### src/core/cmplc_pkg.sv
/*
 package of the comparator output and latch control block:
 register offsets, field positions, reset values, bus and ladder carriers.
 assumes an 8-bit register port with a 3-bit word address.
*/
package cmplc_pkg;

   // ==================================================
   // register offsets
   localparam logic [2:0] CMPLC_ADDR_CMP1_CTRL = 3'h0;
   localparam logic [2:0] CMPLC_ADDR_CMP2_CTRL = 3'h1;
   localparam logic [2:0] CMPLC_ADDR_AUX_CTRL = 3'h2;
   localparam logic [2:0] CMPLC_ADDR_LATCH_CTRL = 3'h3;
   localparam logic [2:0] CMPLC_ADDR_LADDER_CTRL = 3'h4;
   localparam logic [2:0] CMPLC_ADDR_STATUS = 3'h5;

   // ==================================================
   // per-comparator control fields
   localparam int CMPLC_PC_RESULT = 6;
   localparam int CMPLC_PC_OE = 5;

   // ==================================================
   // comparator_two_aux_control fields
   localparam int CMPLC_AUX_MIRROR_ONE = 7;
   localparam int CMPLC_AUX_MIRROR_TWO = 6;
   localparam int CMPLC_AUX_REF_ONE = 5;
   localparam int CMPLC_AUX_REF_TWO = 4;
   localparam int CMPLC_AUX_GATE_SEL = 1;
   localparam int CMPLC_AUX_SYNC = 0;
   localparam logic [7:0] CMPLC_AUX_RESET = 8'h02;

   // ==================================================
   // set_reset_latch_control fields
   localparam int CMPLC_LC_CFG_TWO = 7;
   localparam int CMPLC_LC_CFG_ONE = 6;
   localparam int CMPLC_LC_SET_EN = 5;
   localparam int CMPLC_LC_RESET_EN = 4;
   localparam int CMPLC_LC_SET_PULSE = 3;
   localparam int CMPLC_LC_RESET_PULSE = 2;
   localparam int CMPLC_LC_FIXED_EN = 0;
   localparam logic [7:0] CMPLC_LATCH_RESET = 8'h00;

   // ==================================================
   // ladder_reference_control fields
   localparam int CMPLC_LR_ENABLE = 7;
   localparam int CMPLC_LR_PIN_OUT = 6;
   localparam int CMPLC_LR_RANGE = 5;
   localparam int CMPLC_LR_SOURCE = 4;
   localparam int CMPLC_LR_LEVEL_LSB = 0;
   localparam int CMPLC_LR_LEVEL_W = 4;
   localparam logic [7:0] CMPLC_LADDER_RESET = 8'h00;
   localparam logic [3:0] CMPLC_LEVEL_ZERO = 4'h0;

   // ==================================================
   // synchroniser lanes
   localparam int CMPLC_SYNC_W = 5;
   localparam int CMPLC_S_CMP1 = 0;
   localparam int CMPLC_S_CMP2 = 1;
   localparam int CMPLC_S_TCLK = 2;
   localparam int CMPLC_S_GATE = 3;
   localparam int CMPLC_S_OSC = 4;

   // ==================================================
   // carriers
   typedef struct packed {
      logic [2:0] addr;
      logic [7:0] wdata;
      logic wr;
      logic rd;
   } cmplc_bus_req_t;

   typedef struct packed {
      logic power;
      logic pin_out;
      logic range_low;
      logic source_ext;
      logic [3:0] level;
      logic clamp_gnd;
   } cmplc_ladder_t;

endpackage

### src/core/cmplc_core.sv
/*
 comparator output and latch control: timer gate source and sync,
 mirror readout, reference selects, set/reset latch with pin muxes,
 ladder and fixed reference controls, change-detect latches.
 assumes comparator results, timer clock, external gate and oscillator
 status arrive asynchronously; pin direction bits come from port logic on CLK.
*/
// Implementation choices: the strobed register port and the register offsets.
//
// Contract
// - gate select clear: timer counts by comparator two when running and gated.
// - gate select set: gate comes from external pin; bit resets to one.
// - sync bit set: comparator two captured on timer clock falling edge.
// - capture uses the prescaled timer clock, not the raw source.
// - timer advances on rising edge, capture on falling edge.
// - sync bit clear: comparator two passes through uncaptured.
// - aux register bits 7 and 6 return both results in one read.
// - mirror reads leave change-detect latches untouched.
// - reference bit 5 picks ladder or fixed reference for comparator one.
// - reference bit 4 picks ladder or fixed reference for comparator two.
// - latch set by comparator one or pulse, reset by comparator two or pulse.
// - comparators act on latch only while their enable bits are one.
// - set and reset together leave latch reset.
// - writing one to pulse bits fires pulse, bit clears at once.
// - bit 7 puts inverted latch on pin two, bit 6 true latch on pin one.
// - after reset both pins carry plain comparator results.
// - pin driven only when output enable set and direction is output.
// - result bits show true comparator result regardless of latch.
// - ladder has two ranges of 16 levels, powered only when enabled.
// - ladder off, low range, level zero: output tied to ground.
// - fixed reference on by its bit or while fast oscillator runs.
// - reading a comparator control register captures its result.
`timescale 1ns/1ps
module cmplc_core (
   // clock and reset
   input wire logic CLK,
   input wire logic RST_B,
   // register port
   input wire cmplc_pkg::cmplc_bus_req_t BUS,
   output logic [7:0] RDATA,
   // analog and timer side, asynchronous
   input wire logic CMP1_RESULT,
   input wire logic CMP2_RESULT,
   input wire logic TMR_CLK_PRESCALED,
   input wire logic EXT_GATE_PIN,
   input wire logic FAST_OSC_RUNNING,
   // timer control, same clock
   input wire logic TMR_ON,
   input wire logic TMR_GATE_EN,
   output logic TMR_GATE,
   output logic TMR_TICK,
   // port pins, same clock
   input wire logic [1:0] PIN_DIR,
   output logic CMP1_PIN_O,
   output logic CMP1_PIN_OE,
   output logic CMP2_PIN_O,
   output logic CMP2_PIN_OE,
   // references
   output logic CMP1_REF_LADDER,
   output logic CMP2_REF_LADDER,
   output logic FIXED_REF_ON,
   output cmplc_pkg::cmplc_ladder_t LADDER,
   // change detection
   output logic CMP1_MISMATCH,
   output logic CMP2_MISMATCH
);
   import cmplc_pkg::*;

   // ==================================================
   // input synchronisers
   logic [CMPLC_SYNC_W-1:0] sync_meta;
   logic [CMPLC_SYNC_W-1:0] sync_q;
   logic [CMPLC_SYNC_W-1:0] async_in;
   logic tclk_d;
   logic tclk_fall;
   logic tclk_rise;
   logic cmp1;
   logic cmp2;

   assign async_in = {FAST_OSC_RUNNING, EXT_GATE_PIN, TMR_CLK_PRESCALED, CMP2_RESULT, CMP1_RESULT};

   always_ff @(posedge CLK) begin
      if (!RST_B) begin
         sync_meta <= '0;
         sync_q <= '0;
      end else begin
         sync_meta <= async_in;
         sync_q <= sync_meta;
      end
   end

   always_ff @(posedge CLK) begin
      if (!RST_B) begin
         tclk_d <= 1'b0;
      end else begin
         tclk_d <= sync_q[CMPLC_S_TCLK];
      end
   end

   assign cmp1 = sync_q[CMPLC_S_CMP1];
   assign cmp2 = sync_q[CMPLC_S_CMP2];
   assign tclk_fall = tclk_d & ~sync_q[CMPLC_S_TCLK];
   assign tclk_rise = ~tclk_d & sync_q[CMPLC_S_TCLK];

   // ==================================================
   // registers
   logic cmp1_oe;
   logic cmp2_oe;
   logic [7:0] aux;
   logic [7:0] lctl;
   logic [7:0] lad;
   logic set_pulse;
   logic reset_pulse;
   logic wr_cmp1;
   logic wr_cmp2;
   logic wr_aux;
   logic wr_latch;
   logic wr_ladder;

   assign wr_cmp1 = BUS.wr && BUS.addr == CMPLC_ADDR_CMP1_CTRL;
   assign wr_cmp2 = BUS.wr && BUS.addr == CMPLC_ADDR_CMP2_CTRL;
   assign wr_aux = BUS.wr && BUS.addr == CMPLC_ADDR_AUX_CTRL;
   assign wr_latch = BUS.wr && BUS.addr == CMPLC_ADDR_LATCH_CTRL;
   assign wr_ladder = BUS.wr && BUS.addr == CMPLC_ADDR_LADDER_CTRL;

   always_ff @(posedge CLK) begin
      if (!RST_B) begin
         cmp1_oe <= 1'b0;
         cmp2_oe <= 1'b0;
      end else begin
         if (wr_cmp1) begin
            cmp1_oe <= BUS.wdata[CMPLC_PC_OE];
         end
         if (wr_cmp2) begin
            cmp2_oe <= BUS.wdata[CMPLC_PC_OE];
         end
      end
   end

   // only the writable aux bits are stored; mirrors are live
   always_ff @(posedge CLK) begin
      if (!RST_B) begin
         aux <= CMPLC_AUX_RESET;
      end else if (wr_aux) begin
         aux <= {2'b00, BUS.wdata[CMPLC_AUX_REF_ONE], BUS.wdata[CMPLC_AUX_REF_TWO], 2'b00,
                 BUS.wdata[CMPLC_AUX_GATE_SEL], BUS.wdata[CMPLC_AUX_SYNC]};
      end
   end

   // pulse bits are never stored, so they read back as zero
   always_ff @(posedge CLK) begin
      if (!RST_B) begin
         lctl <= CMPLC_LATCH_RESET;
      end else if (wr_latch) begin
         lctl <= {BUS.wdata[7:4], 3'b000, BUS.wdata[CMPLC_LC_FIXED_EN]};
      end
   end

   always_ff @(posedge CLK) begin
      if (!RST_B) begin
         set_pulse <= 1'b0;
         reset_pulse <= 1'b0;
      end else begin
         set_pulse <= wr_latch & BUS.wdata[CMPLC_LC_SET_PULSE];
         reset_pulse <= wr_latch & BUS.wdata[CMPLC_LC_RESET_PULSE];
      end
   end

   always_ff @(posedge CLK) begin
      if (!RST_B) begin
         lad <= CMPLC_LADDER_RESET;
      end else if (wr_ladder) begin
         lad <= BUS.wdata;
      end
   end

   // ==================================================
   // timer gate and comparator two sync
   logic cmp2_held;
   logic cmp2_timer;
   logic next_gate;

   always_ff @(posedge CLK) begin
      if (!RST_B) begin
         cmp2_held <= 1'b0;
      end else if (tclk_fall) begin
         cmp2_held <= cmp2;
      end
   end

   assign cmp2_timer = aux[CMPLC_AUX_SYNC] ? cmp2_held : cmp2;
   assign next_gate = aux[CMPLC_AUX_GATE_SEL] ? sync_q[CMPLC_S_GATE] : cmp2_timer;

   always_ff @(posedge CLK) begin
      if (!RST_B) begin
         TMR_GATE <= 1'b0;
      end else begin
         TMR_GATE <= next_gate;
      end
   end

   assign TMR_TICK = tclk_rise & TMR_ON & (~TMR_GATE_EN | TMR_GATE);

   // ==================================================
   // set/reset latch and pin muxes
   logic q;
   logic latch_set;
   logic latch_reset;

   assign latch_set = (cmp1 & lctl[CMPLC_LC_SET_EN]) | set_pulse;
   assign latch_reset = (cmp2 & lctl[CMPLC_LC_RESET_EN]) | reset_pulse;

   always_ff @(posedge CLK) begin
      if (!RST_B) begin
         q <= 1'b0;
      end else if (latch_reset) begin
         q <= 1'b0;
      end else if (latch_set) begin
         q <= 1'b1;
      end
   end

   always_ff @(posedge CLK) begin
      if (!RST_B) begin
         CMP1_PIN_O <= 1'b0;
         CMP2_PIN_O <= 1'b0;
         CMP1_PIN_OE <= 1'b0;
         CMP2_PIN_OE <= 1'b0;
      end else begin
         CMP1_PIN_O <= lctl[CMPLC_LC_CFG_ONE] ? q : cmp1;
         CMP2_PIN_O <= lctl[CMPLC_LC_CFG_TWO] ? ~q : cmp2;
         CMP1_PIN_OE <= cmp1_oe & ~PIN_DIR[0];
         CMP2_PIN_OE <= cmp2_oe & ~PIN_DIR[1];
      end
   end

   // ==================================================
   // references
   always_ff @(posedge CLK) begin
      if (!RST_B) begin
         CMP1_REF_LADDER <= 1'b0;
         CMP2_REF_LADDER <= 1'b0;
         FIXED_REF_ON <= 1'b0;
      end else begin
         CMP1_REF_LADDER <= aux[CMPLC_AUX_REF_ONE];
         CMP2_REF_LADDER <= aux[CMPLC_AUX_REF_TWO];
         FIXED_REF_ON <= lctl[CMPLC_LC_FIXED_EN] | sync_q[CMPLC_S_OSC];
      end
   end

   assign LADDER.power = lad[CMPLC_LR_ENABLE];
   assign LADDER.pin_out = lad[CMPLC_LR_PIN_OUT];
   assign LADDER.range_low = lad[CMPLC_LR_RANGE];
   assign LADDER.source_ext = lad[CMPLC_LR_SOURCE];
   assign LADDER.level = lad[CMPLC_LR_LEVEL_LSB +: CMPLC_LR_LEVEL_W];
   assign LADDER.clamp_gnd = ~lad[CMPLC_LR_ENABLE] & lad[CMPLC_LR_RANGE]
                             & (lad[CMPLC_LR_LEVEL_LSB +: CMPLC_LR_LEVEL_W] == CMPLC_LEVEL_ZERO);

   // ==================================================
   // change detection and read data
   logic seen1;
   logic seen2;
   logic acc_cmp1;
   logic acc_cmp2;
   logic [7:0] next_rdata;

   // a write counts as an access too, as it reads first
   assign acc_cmp1 = (BUS.rd | BUS.wr) && BUS.addr == CMPLC_ADDR_CMP1_CTRL;
   assign acc_cmp2 = (BUS.rd | BUS.wr) && BUS.addr == CMPLC_ADDR_CMP2_CTRL;

   always_ff @(posedge CLK) begin
      if (!RST_B) begin
         seen1 <= 1'b0;
         seen2 <= 1'b0;
      end else begin
         if (acc_cmp1) begin
            seen1 <= cmp1;
         end
         if (acc_cmp2) begin
            seen2 <= cmp2;
         end
      end
   end

   assign CMP1_MISMATCH = seen1 ^ cmp1;
   assign CMP2_MISMATCH = seen2 ^ cmp2;

   always_comb begin
      next_rdata = 8'h00;
      case (BUS.addr)
         CMPLC_ADDR_CMP1_CTRL: begin
            next_rdata[CMPLC_PC_RESULT] = cmp1;
            next_rdata[CMPLC_PC_OE] = cmp1_oe;
         end
         CMPLC_ADDR_CMP2_CTRL: begin
            next_rdata[CMPLC_PC_RESULT] = cmp2;
            next_rdata[CMPLC_PC_OE] = cmp2_oe;
         end
         CMPLC_ADDR_AUX_CTRL: begin
            next_rdata = aux;
            next_rdata[CMPLC_AUX_MIRROR_ONE] = cmp1;
            next_rdata[CMPLC_AUX_MIRROR_TWO] = cmp2;
         end
         CMPLC_ADDR_LATCH_CTRL: next_rdata = lctl;
         CMPLC_ADDR_LADDER_CTRL: next_rdata = lad;
         CMPLC_ADDR_STATUS: next_rdata = {5'h00, CMP2_MISMATCH, CMP1_MISMATCH, q};
         default: next_rdata = 8'h00;
      endcase
   end

   always_ff @(posedge CLK) begin
      if (!RST_B) begin
         RDATA <= 8'h00;
      end else begin
         RDATA <= BUS.rd ? next_rdata : 8'h00;
      end
   end
endmodule

### config.mk
export PLATFORM = sky130hd
export DESIGN_NAME = cmplc_core
export DESIGN_NICKNAME = d
export VERILOG_FILES = /design/src/core/cmplc_pkg.sv /design/src/core/cmplc_core.sv
export SDC_FILE = /design/constraint.sdc
export NUM_CORES = 1
export LEC_CHECK = 0
export BUFFER_PORTS_ARGS = -buffer_cell sky130_fd_sc_hd__buf_2
export CAP_MARGIN = 15
export CORE_MARGIN = 10
export CORE_UTILIZATION = 55
export CTS_CLUSTER_SIZE = 40
export DETAILED_ROUTE_END_ITERATION = 12
export GPL_TIMING_DRIVEN = 0
export PLACE_DENSITY = 0.83
export SYNTH_ARGS = -nofsm -noshare
export SYNTH_HDL_FRONTEND = slang
export SYNTH_SLANG_ARGS = --single-unit
### constraint.sdc
create_clock -name CLK -period 1.9 [get_ports CLK]
set_input_delay 0.19 -clock CLK [delete_from_list [all_inputs] [get_ports CLK]]
set_output_delay 0.19 -clock CLK [all_outputs]
set_load 0.05 [all_outputs]
==> metrics, run 1 <==
PD cells=797 nW/µm²; DP Wirelength=3.49 mm; critical path endpoint=LADDER[0]; routing usage on met1=0.171; Comb power frac=0.106; Pleak=1.13 nW; cells on worst reg2reg path=3; average size of a mapped cell=~10 µm²; Finished Layout Cells=300; Post-synth EDFFs=0; most frequent cells in the layout=buf_2, dfxtp_1, nor2_1, mux2i_1, and2_1; met3 Usage GRT=0.0479; WL final=approximately 4.7 mm; gr usage total=0.149; Reg clk slew, reported paths=0.14 ns; Clock Latency Late Sink=0.37 ns; final setup fails=0; r2r endpoint=RDATA[6]$_SDFF_PN0_; Mapped Cells=about 190; R2R Setup Slk=0.67 ns; hold path cells=2; internal power=0.00147 W; Buf/Inv on CP=1; Core ar.=3420 µm²; status=finished clean; post-route setup TNS=0 ns; sequential area share after synthesis=0.520; largest net degree at the start of global routing=17; pre-CTS WS=0.409 ns; Vias/cell=5.39; RSZ-0062 raised after global routing=yes; launching point of the worst reg2reg path=lctl[6]$_SDFFE_PN0P_; crit path launch type=flop; ANT nets after route=0; I/O pin cnt=52; starting density of the core=0.586; final instance area=2460 µm²; Slowest Stage Delay on Critical Path=0.54 ns; Tmin final=1.85 ns; DR iter-0 viols=117; f_max=around 0.54 GHz; vias=about 1,600; critical path depth in cells=3; first-pass GRT wire length=7.70 mm; CP startpoint=lad[3]$_SDFFE_PN0P_; net switching power=0.000493 W; Area Growth Syn to Fin=23.0%; CTS H-tree lvls=2; drt drc=0; Arr. time, crit path=1.66 ns; GRT busiest layer=met2; Syn Std Cell Area=2000 µm²; global route total overflow=0; CP Capture Type=output port; delay-heaviest family, CP=simple AND/OR/NAND/NOR gates; router iterations before antenna repair=4; slowest CP cell=or4b_4; Crit Path Category=flop to output port; switching share of power=0.252; Required @ worst endpoint=1.71 ns; yosys warns=0; Async SR Flop Fraction=0; Routability Congestion=0.849; CTS root buf=clkbuf_4; Die W=80.3 µm; Synth cell types=41; Worst Skew=0.0109 ns; max-cap violation count=0; PortBufs=49; share of layout cells above drive strength 1=0.343; max_slew headroom=0.665; ys flop type=dfxtp_1; critical-path cell list=or4b_4 -> nor3_4 -> buf_6; vias in the first global route=1,639; final worst path period share=0.975; commonest non-fill, non-tap cell in the layout=buf_2; M2 GR Usage=0.254; dpl cells=287; Routed wire per std cell=15.8 µm; initial antenna violation count=0; worst-path maximum fanout=3; clock sinks=52; Final Hold Viols=0; Hold Path Class=input port to flop; nets=277; CTS Buffer Depth=2; TritonCTS clock tree=done; syn nets=216; sequential power share=0.577; VDD IR max=between 0.0006 and 0.0007 V; Placement Cell Area=2310 µm²; Final Max Tran Viols=0; antenna cells=0; #FFs+latches synth=52; slew at the pin closest to its max-slew limit=~0.5 ns; Clock power frac=0.317; number of buffers created by CTS=5; DIE AREA=roughly 6400 µm²; Core Rows=21; die height=80.3 µm; Final WS setup=0.0467 ns
-- final cells by class --
class,count,area (µm²)
Buffer,11,62.6
Clock buffer,5,37.5
Clock inverter,3,42.5
Fill cell,282,955
Inverter,2,7.51
Multi-Input combinational cell,127,910
Sequential cell,52,1050
Tap cell,46,57.6
Timing Repair Buffer,54,294
-- flip-flops by register name (all words and copies together) (netlist names), 4 cells and up --
name / count
lctl: 5
sync_q: 5
aux: 4
lad: 8
sync_meta: 5
RDATA: 8
-- synth_stat cells, types with 2 or more instances --
master    number  area (µm²)
a211oi_1       2        15.0
a21oi_1        5        25.0
a22oi_1        2        15.0
a32oi_1        2        17.5
and2_1        14        87.6
and3_1         3        18.8
and3b_1        3        26.3
buf_1          2        7.51
buf_2          5        25.0
buf_4          2        15.0
dfxtp_1       52        1040
inv_2          2        7.51
mux2_2         7        78.8
mux2i_1       21         210
nand2_1        3        11.3
nand2b_1       2        12.5
nand3_1        2        10.0
nor2_1        32         120
nor2b_1        3        18.8
nor3_1         4        20.0
nor3b_1        2        15.0
o41ai_1        2        17.5
xor2_1         2        17.5
-- through the flow --
step                      power, W  utilization  hold WS, ns
after CTS                  0.00196        0.707       0.0117
final                      0.00196        0.721       0.0206
after detailed placement   0.00136        0.677        0.357
after global placement     0.00135        0.677        0.355
after global routing       0.00203        0.721       0.0100
after floorplan            0.00129            -        0.266
-- what timing repair did --
item,4_1_cts,5_1_grt
buffers inserted,0,3
hold endpoints to repair,2,0
pin swaps,0,2
endpoints found under the setup margin,1,1
hold buffers,2,0
resized for setup,1,8
-- power groups by stage --
stage,combinational [W],sequential (W),clock (W)
after detailed placement,0.000200,0.00116,0
final,0.000208,0.00113,0.000621
after CTS,0.000205,0.00113,0.000624
after floorplan,0.000105,0.00118,0
after global placement,0.000197,0.00116,0
after global routing,0.000228,0.00113,0.000666
-- routing by layer --
layer,share of wire,vias up
met5,0,-
met4,0.0072,0
met3,0.086,5
met2,0.47,66
met1,0.44,753
li1,-,793
-- worst reg2reg max path, stage by stage (launching register included) --
cell and delay [ns]:
dfxtp_1 0.40, and3b_1 0.18, or4_1 0.46, o2bb2ai_1 0.14
-- worst min path at each step --
stage	slack, ns	to	from
final	0.02	sync_meta[0]$_SDFF_PN0_	CMP1_RESULT
after floorplan	0.27	CMP1_PIN_OE$_SDFF_PN0_	PIN_DIR[0]
after global placement	0.35	CMP2_PIN_OE$_SDFF_PN0_	PIN_DIR[1]
after CTS	0.01	sync_meta[4]$_SDFF_PN0_	FAST_OSC_RUNNING
after global routing	0.01	sync_meta[3]$_SDFF_PN0_	EXT_GATE_PIN
after detailed placement	0.36	CMP1_PIN_OE$_SDFF_PN0_	PIN_DIR[0]
-- cells by family (layout without fill, tap and decap cells) --
| family | count (synthesis) | after routing | synth area share |
|---|---|---|---|
| flip-flops | 52 | 52 | 0.520 |
| multiplexers | 28 | 28 | 0.144 |
| AND/OR/NAND/NOR | 78 | 78 | 0.223 |
| AO/OA/AOI/OAI | 18 | 18 | 0.0644 |
| XOR/XNOR | 3 | 3 | 0.0131 |
| buffers and inverters | 13 | 75 | 0.0350 |
Power figures use the tool's default switching activity.
==> inputs of run 2 (changes only) <==
--- a/config.mk
+++ b/config.mk
@@ -6,13 +6,12 @@
 export NUM_CORES = 1
 export LEC_CHECK = 0
 export BUFFER_PORTS_ARGS = -buffer_cell sky130_fd_sc_hd__buf_2
-export CAP_MARGIN = 15
-export CORE_MARGIN = 10
-export CORE_UTILIZATION = 55
+export CORE_MARGIN = 2
+export CORE_UTILIZATION = 46
 export CTS_CLUSTER_SIZE = 40
 export DETAILED_ROUTE_END_ITERATION = 12
 export GPL_TIMING_DRIVEN = 0
-export PLACE_DENSITY = 0.83
+export PLACE_DENSITY = 0.74
 export SYNTH_ARGS = -nofsm -noshare
 export SYNTH_HDL_FRONTEND = slang
 export SYNTH_SLANG_ARGS = --single-unit
==> constraint.sdc (replaced) <==
create_clock -name CLK -period 1.54 [get_ports CLK]
set_input_delay 0.154 -clock CLK [delete_from_list [all_inputs] [get_ports CLK]]
set_output_delay 0.154 -clock CLK [all_outputs]
set_load 0.05 [all_outputs]
==> run 2 against run 1 <==
The flow now finishes with violations (negative setup slack); count of clock-buffer cells in the layout is 1 higher; die area down 24%; register-to-register slack worse by 0.37 ns; global-route usage is 4.2 points higher.
==> metrics, run 2 (same netlist as run 1, synthesis figures left out) <==
share of layout cells above drive strength 1=0.345 (+0.00272); most frequent cells in the layout=buf_2, dfxtp_1, nor2_1, mux2i_1, and2_1; f_max=0.584 GHz; Final Max Tran Viols=0 (unchanged); drt drc=0 (unchanged); Comb power frac=0.100 (-0.006); DP Wirelength=3.24 mm (-6.9%); Final WS setup=-0.172 ns (-0.218 ns); slew at the pin closest to its max-slew limit=0.496 ns (-0.00634 ns); number of buffers created by CTS=5 (unchanged); Clock power frac=0.357 (+0.040); failing checks=negative setup slack; GRT busiest layer=met2; TritonCTS clock tree=done; antenna cells=0 (unchanged); Required @ worst endpoint=1.39 ns (-0.32 ns); CTS root buf=clkbuf_8; status=finished with violations; WL final=4.57 mm (-3.7%); nets=275 (-0.72%); Die W=70.0 µm (-13%); PortBufs=49 (unchanged); final worst path period share=1.11; RSZ-0062 raised after global routing=yes; max_slew headroom=0.669 (+0.00423); net switching power=0.000616 W (+25%); DR iter-0 viols=163 (+39%); PD cells=1030 nW/µm² (+29%); CTS H-tree lvls=2 (unchanged); DIE AREA=4890 µm² (-24%); Vias/cell=5.32 (-1.2%); Crit Path Category=flop to output port; CP Capture Type=output port; gr usage total=0.191 (+0.0423); sequential power share=0.543 (-0.034); Reg clk slew, reported paths=0.09 ns (-0.05 ns); slowest CP cell=or4b_4; vias=1,608 (-0.56%); delay-heaviest family, CP=simple AND/OR/NAND/NOR gates; max-cap violation count=0 (unchanged); final hold slack=0.00124 ns (-0.0194 ns); internal power=0.00195 W (+33%); largest net degree at the start of global routing=16 (-1); Hold Path Class=input port to flop; crit path launch type=flop; switching share of power=0.240 (-0.0113); post-route setup TNS=-0.172 ns (-0.172 ns); Core Rows=23 (+9.5%); global route total overflow=0 (unchanged); Routability Congestion=0.820 (-3.5%); router iterations before antenna repair=4 (unchanged); Area Growth Syn to Fin=24.6%; vias in the first global route=1,505 (-8.2%); Tmin final=1.71 ns; Routed wire per std cell=15.1 µm (-4.3%); worst-path maximum fanout=2 (-1); final setup fails=1 (+1); commonest non-fill, non-tap cell in the layout=buf_2; Core ar.=4090 µm² (+20%); M2 GR Usage=0.303 (+0.0490); clock sinks=52 (unchanged); Worst Skew=0.00775 ns (-0.00317 ns); critical-path cell list=or4b_4 -> nor3_4 -> buf_6; routing usage on met1=0.240 (+0.0695); die height=70.0 µm (-13%); initial antenna violation count=0 (unchanged); largest registers=RDATA x8, lad x8; met3 Usage GRT=0.0664 (+0.0185); CTS Buffer Depth=2 (unchanged); first-pass GRT wire length=7.29 mm (-5.3%); ANT nets after route=0 (unchanged); Pleak=1.13 nW (+0.25%); Buf/Inv on CP=1 (unchanged); starting density of the core=0.490 (-0.0961); Clock Latency Late Sink=0.31 ns (-0.06 ns); VDD IR max=0.000766 V (+21%); Arr. time, crit path=1.56 ns (-0.10 ns); Slowest Stage Delay on Critical Path=0.55 ns (about the same); Final Hold Viols=0 (unchanged); I/O pin cnt=52 (unchanged)
==> run 2: layer usage <==
layer	wire, µm	vias to the layer above	share of wire
met5	0	-	0
met4	80	0	0.018
met3	318	10	0.070
met2	2080	58	0.45
met1	2090	752	0.46
li1	-	788	-
==> run 2: cell type report <==
class	count	area (µm²)
plain buffers	11	62.6
clock inverters	2	35.0
clock buffers	6	72.6
well taps	50	62.6
fillers	365	1590
repair buffers	52	277
multi-input cells	127	923
flip-flops and latches	52	1050
inverters	2	7.51
==> run 2: path summary, 6_finish.rpt <==
check                                             from                     end  slack [ns]  depth (start not counted)
worst min-delay path                        PIN_DIR[0]  CMP1_PIN_OE$_SDFF_PN0_       0.001                          2
worst min register to register  reset_pulse$_SDFF_PN0_          q$_SDFFE_PP0P_        0.40                          1
worst max register to register    sync_q[0]$_SDFF_PN0_     RDATA[6]$_SDFF_PN0_        0.30                          3
worst max-delay path               lad[2]$_SDFFE_PN0P_               LADDER[0]       -0.17                          3
==> run 2: power groups by stage <==
stage,clock [W],sequential [W],combinational [W]
2_1_floorplan,0,0.00146,0.000132
6_report,0.000915,0.00139,0.000256
4_1_cts,0.000928,0.00139,0.000256
3_5_place_dp,0,0.00142,0.000250
5_1_grt,0.000995,0.00140,0.000275
3_3_place_gp,0,0.00142,0.000248
==> run 2: timing repair <==
| item | in CTS | in global routing |
|---|---|---|
| setup buffers | 2 | 0 |
| pin swaps | 2 | 0 |
| setup endpoints to repair | 1 | 1 |
| hold buffers | 1 | 0 |
| resized for setup | 2 | 0 |
| hold endpoints to repair | 1 | 0 |
==> run 2: through the flow <==
step	cell area [µm²]	setup slack, ns	instances	power [W]	utilization
floorplan	2050	-0.0301	192	0.00159	-
global placement	2350	0.0374	291	0.00167	0.576
detailed placement	2350	0.0418	291	0.00167	0.576
CTS	2490	-0.146	302	0.00258	0.610
global route	2490	-0.220	302	0.00267	0.610
finish	2490	-0.172	302	0.00256	0.610
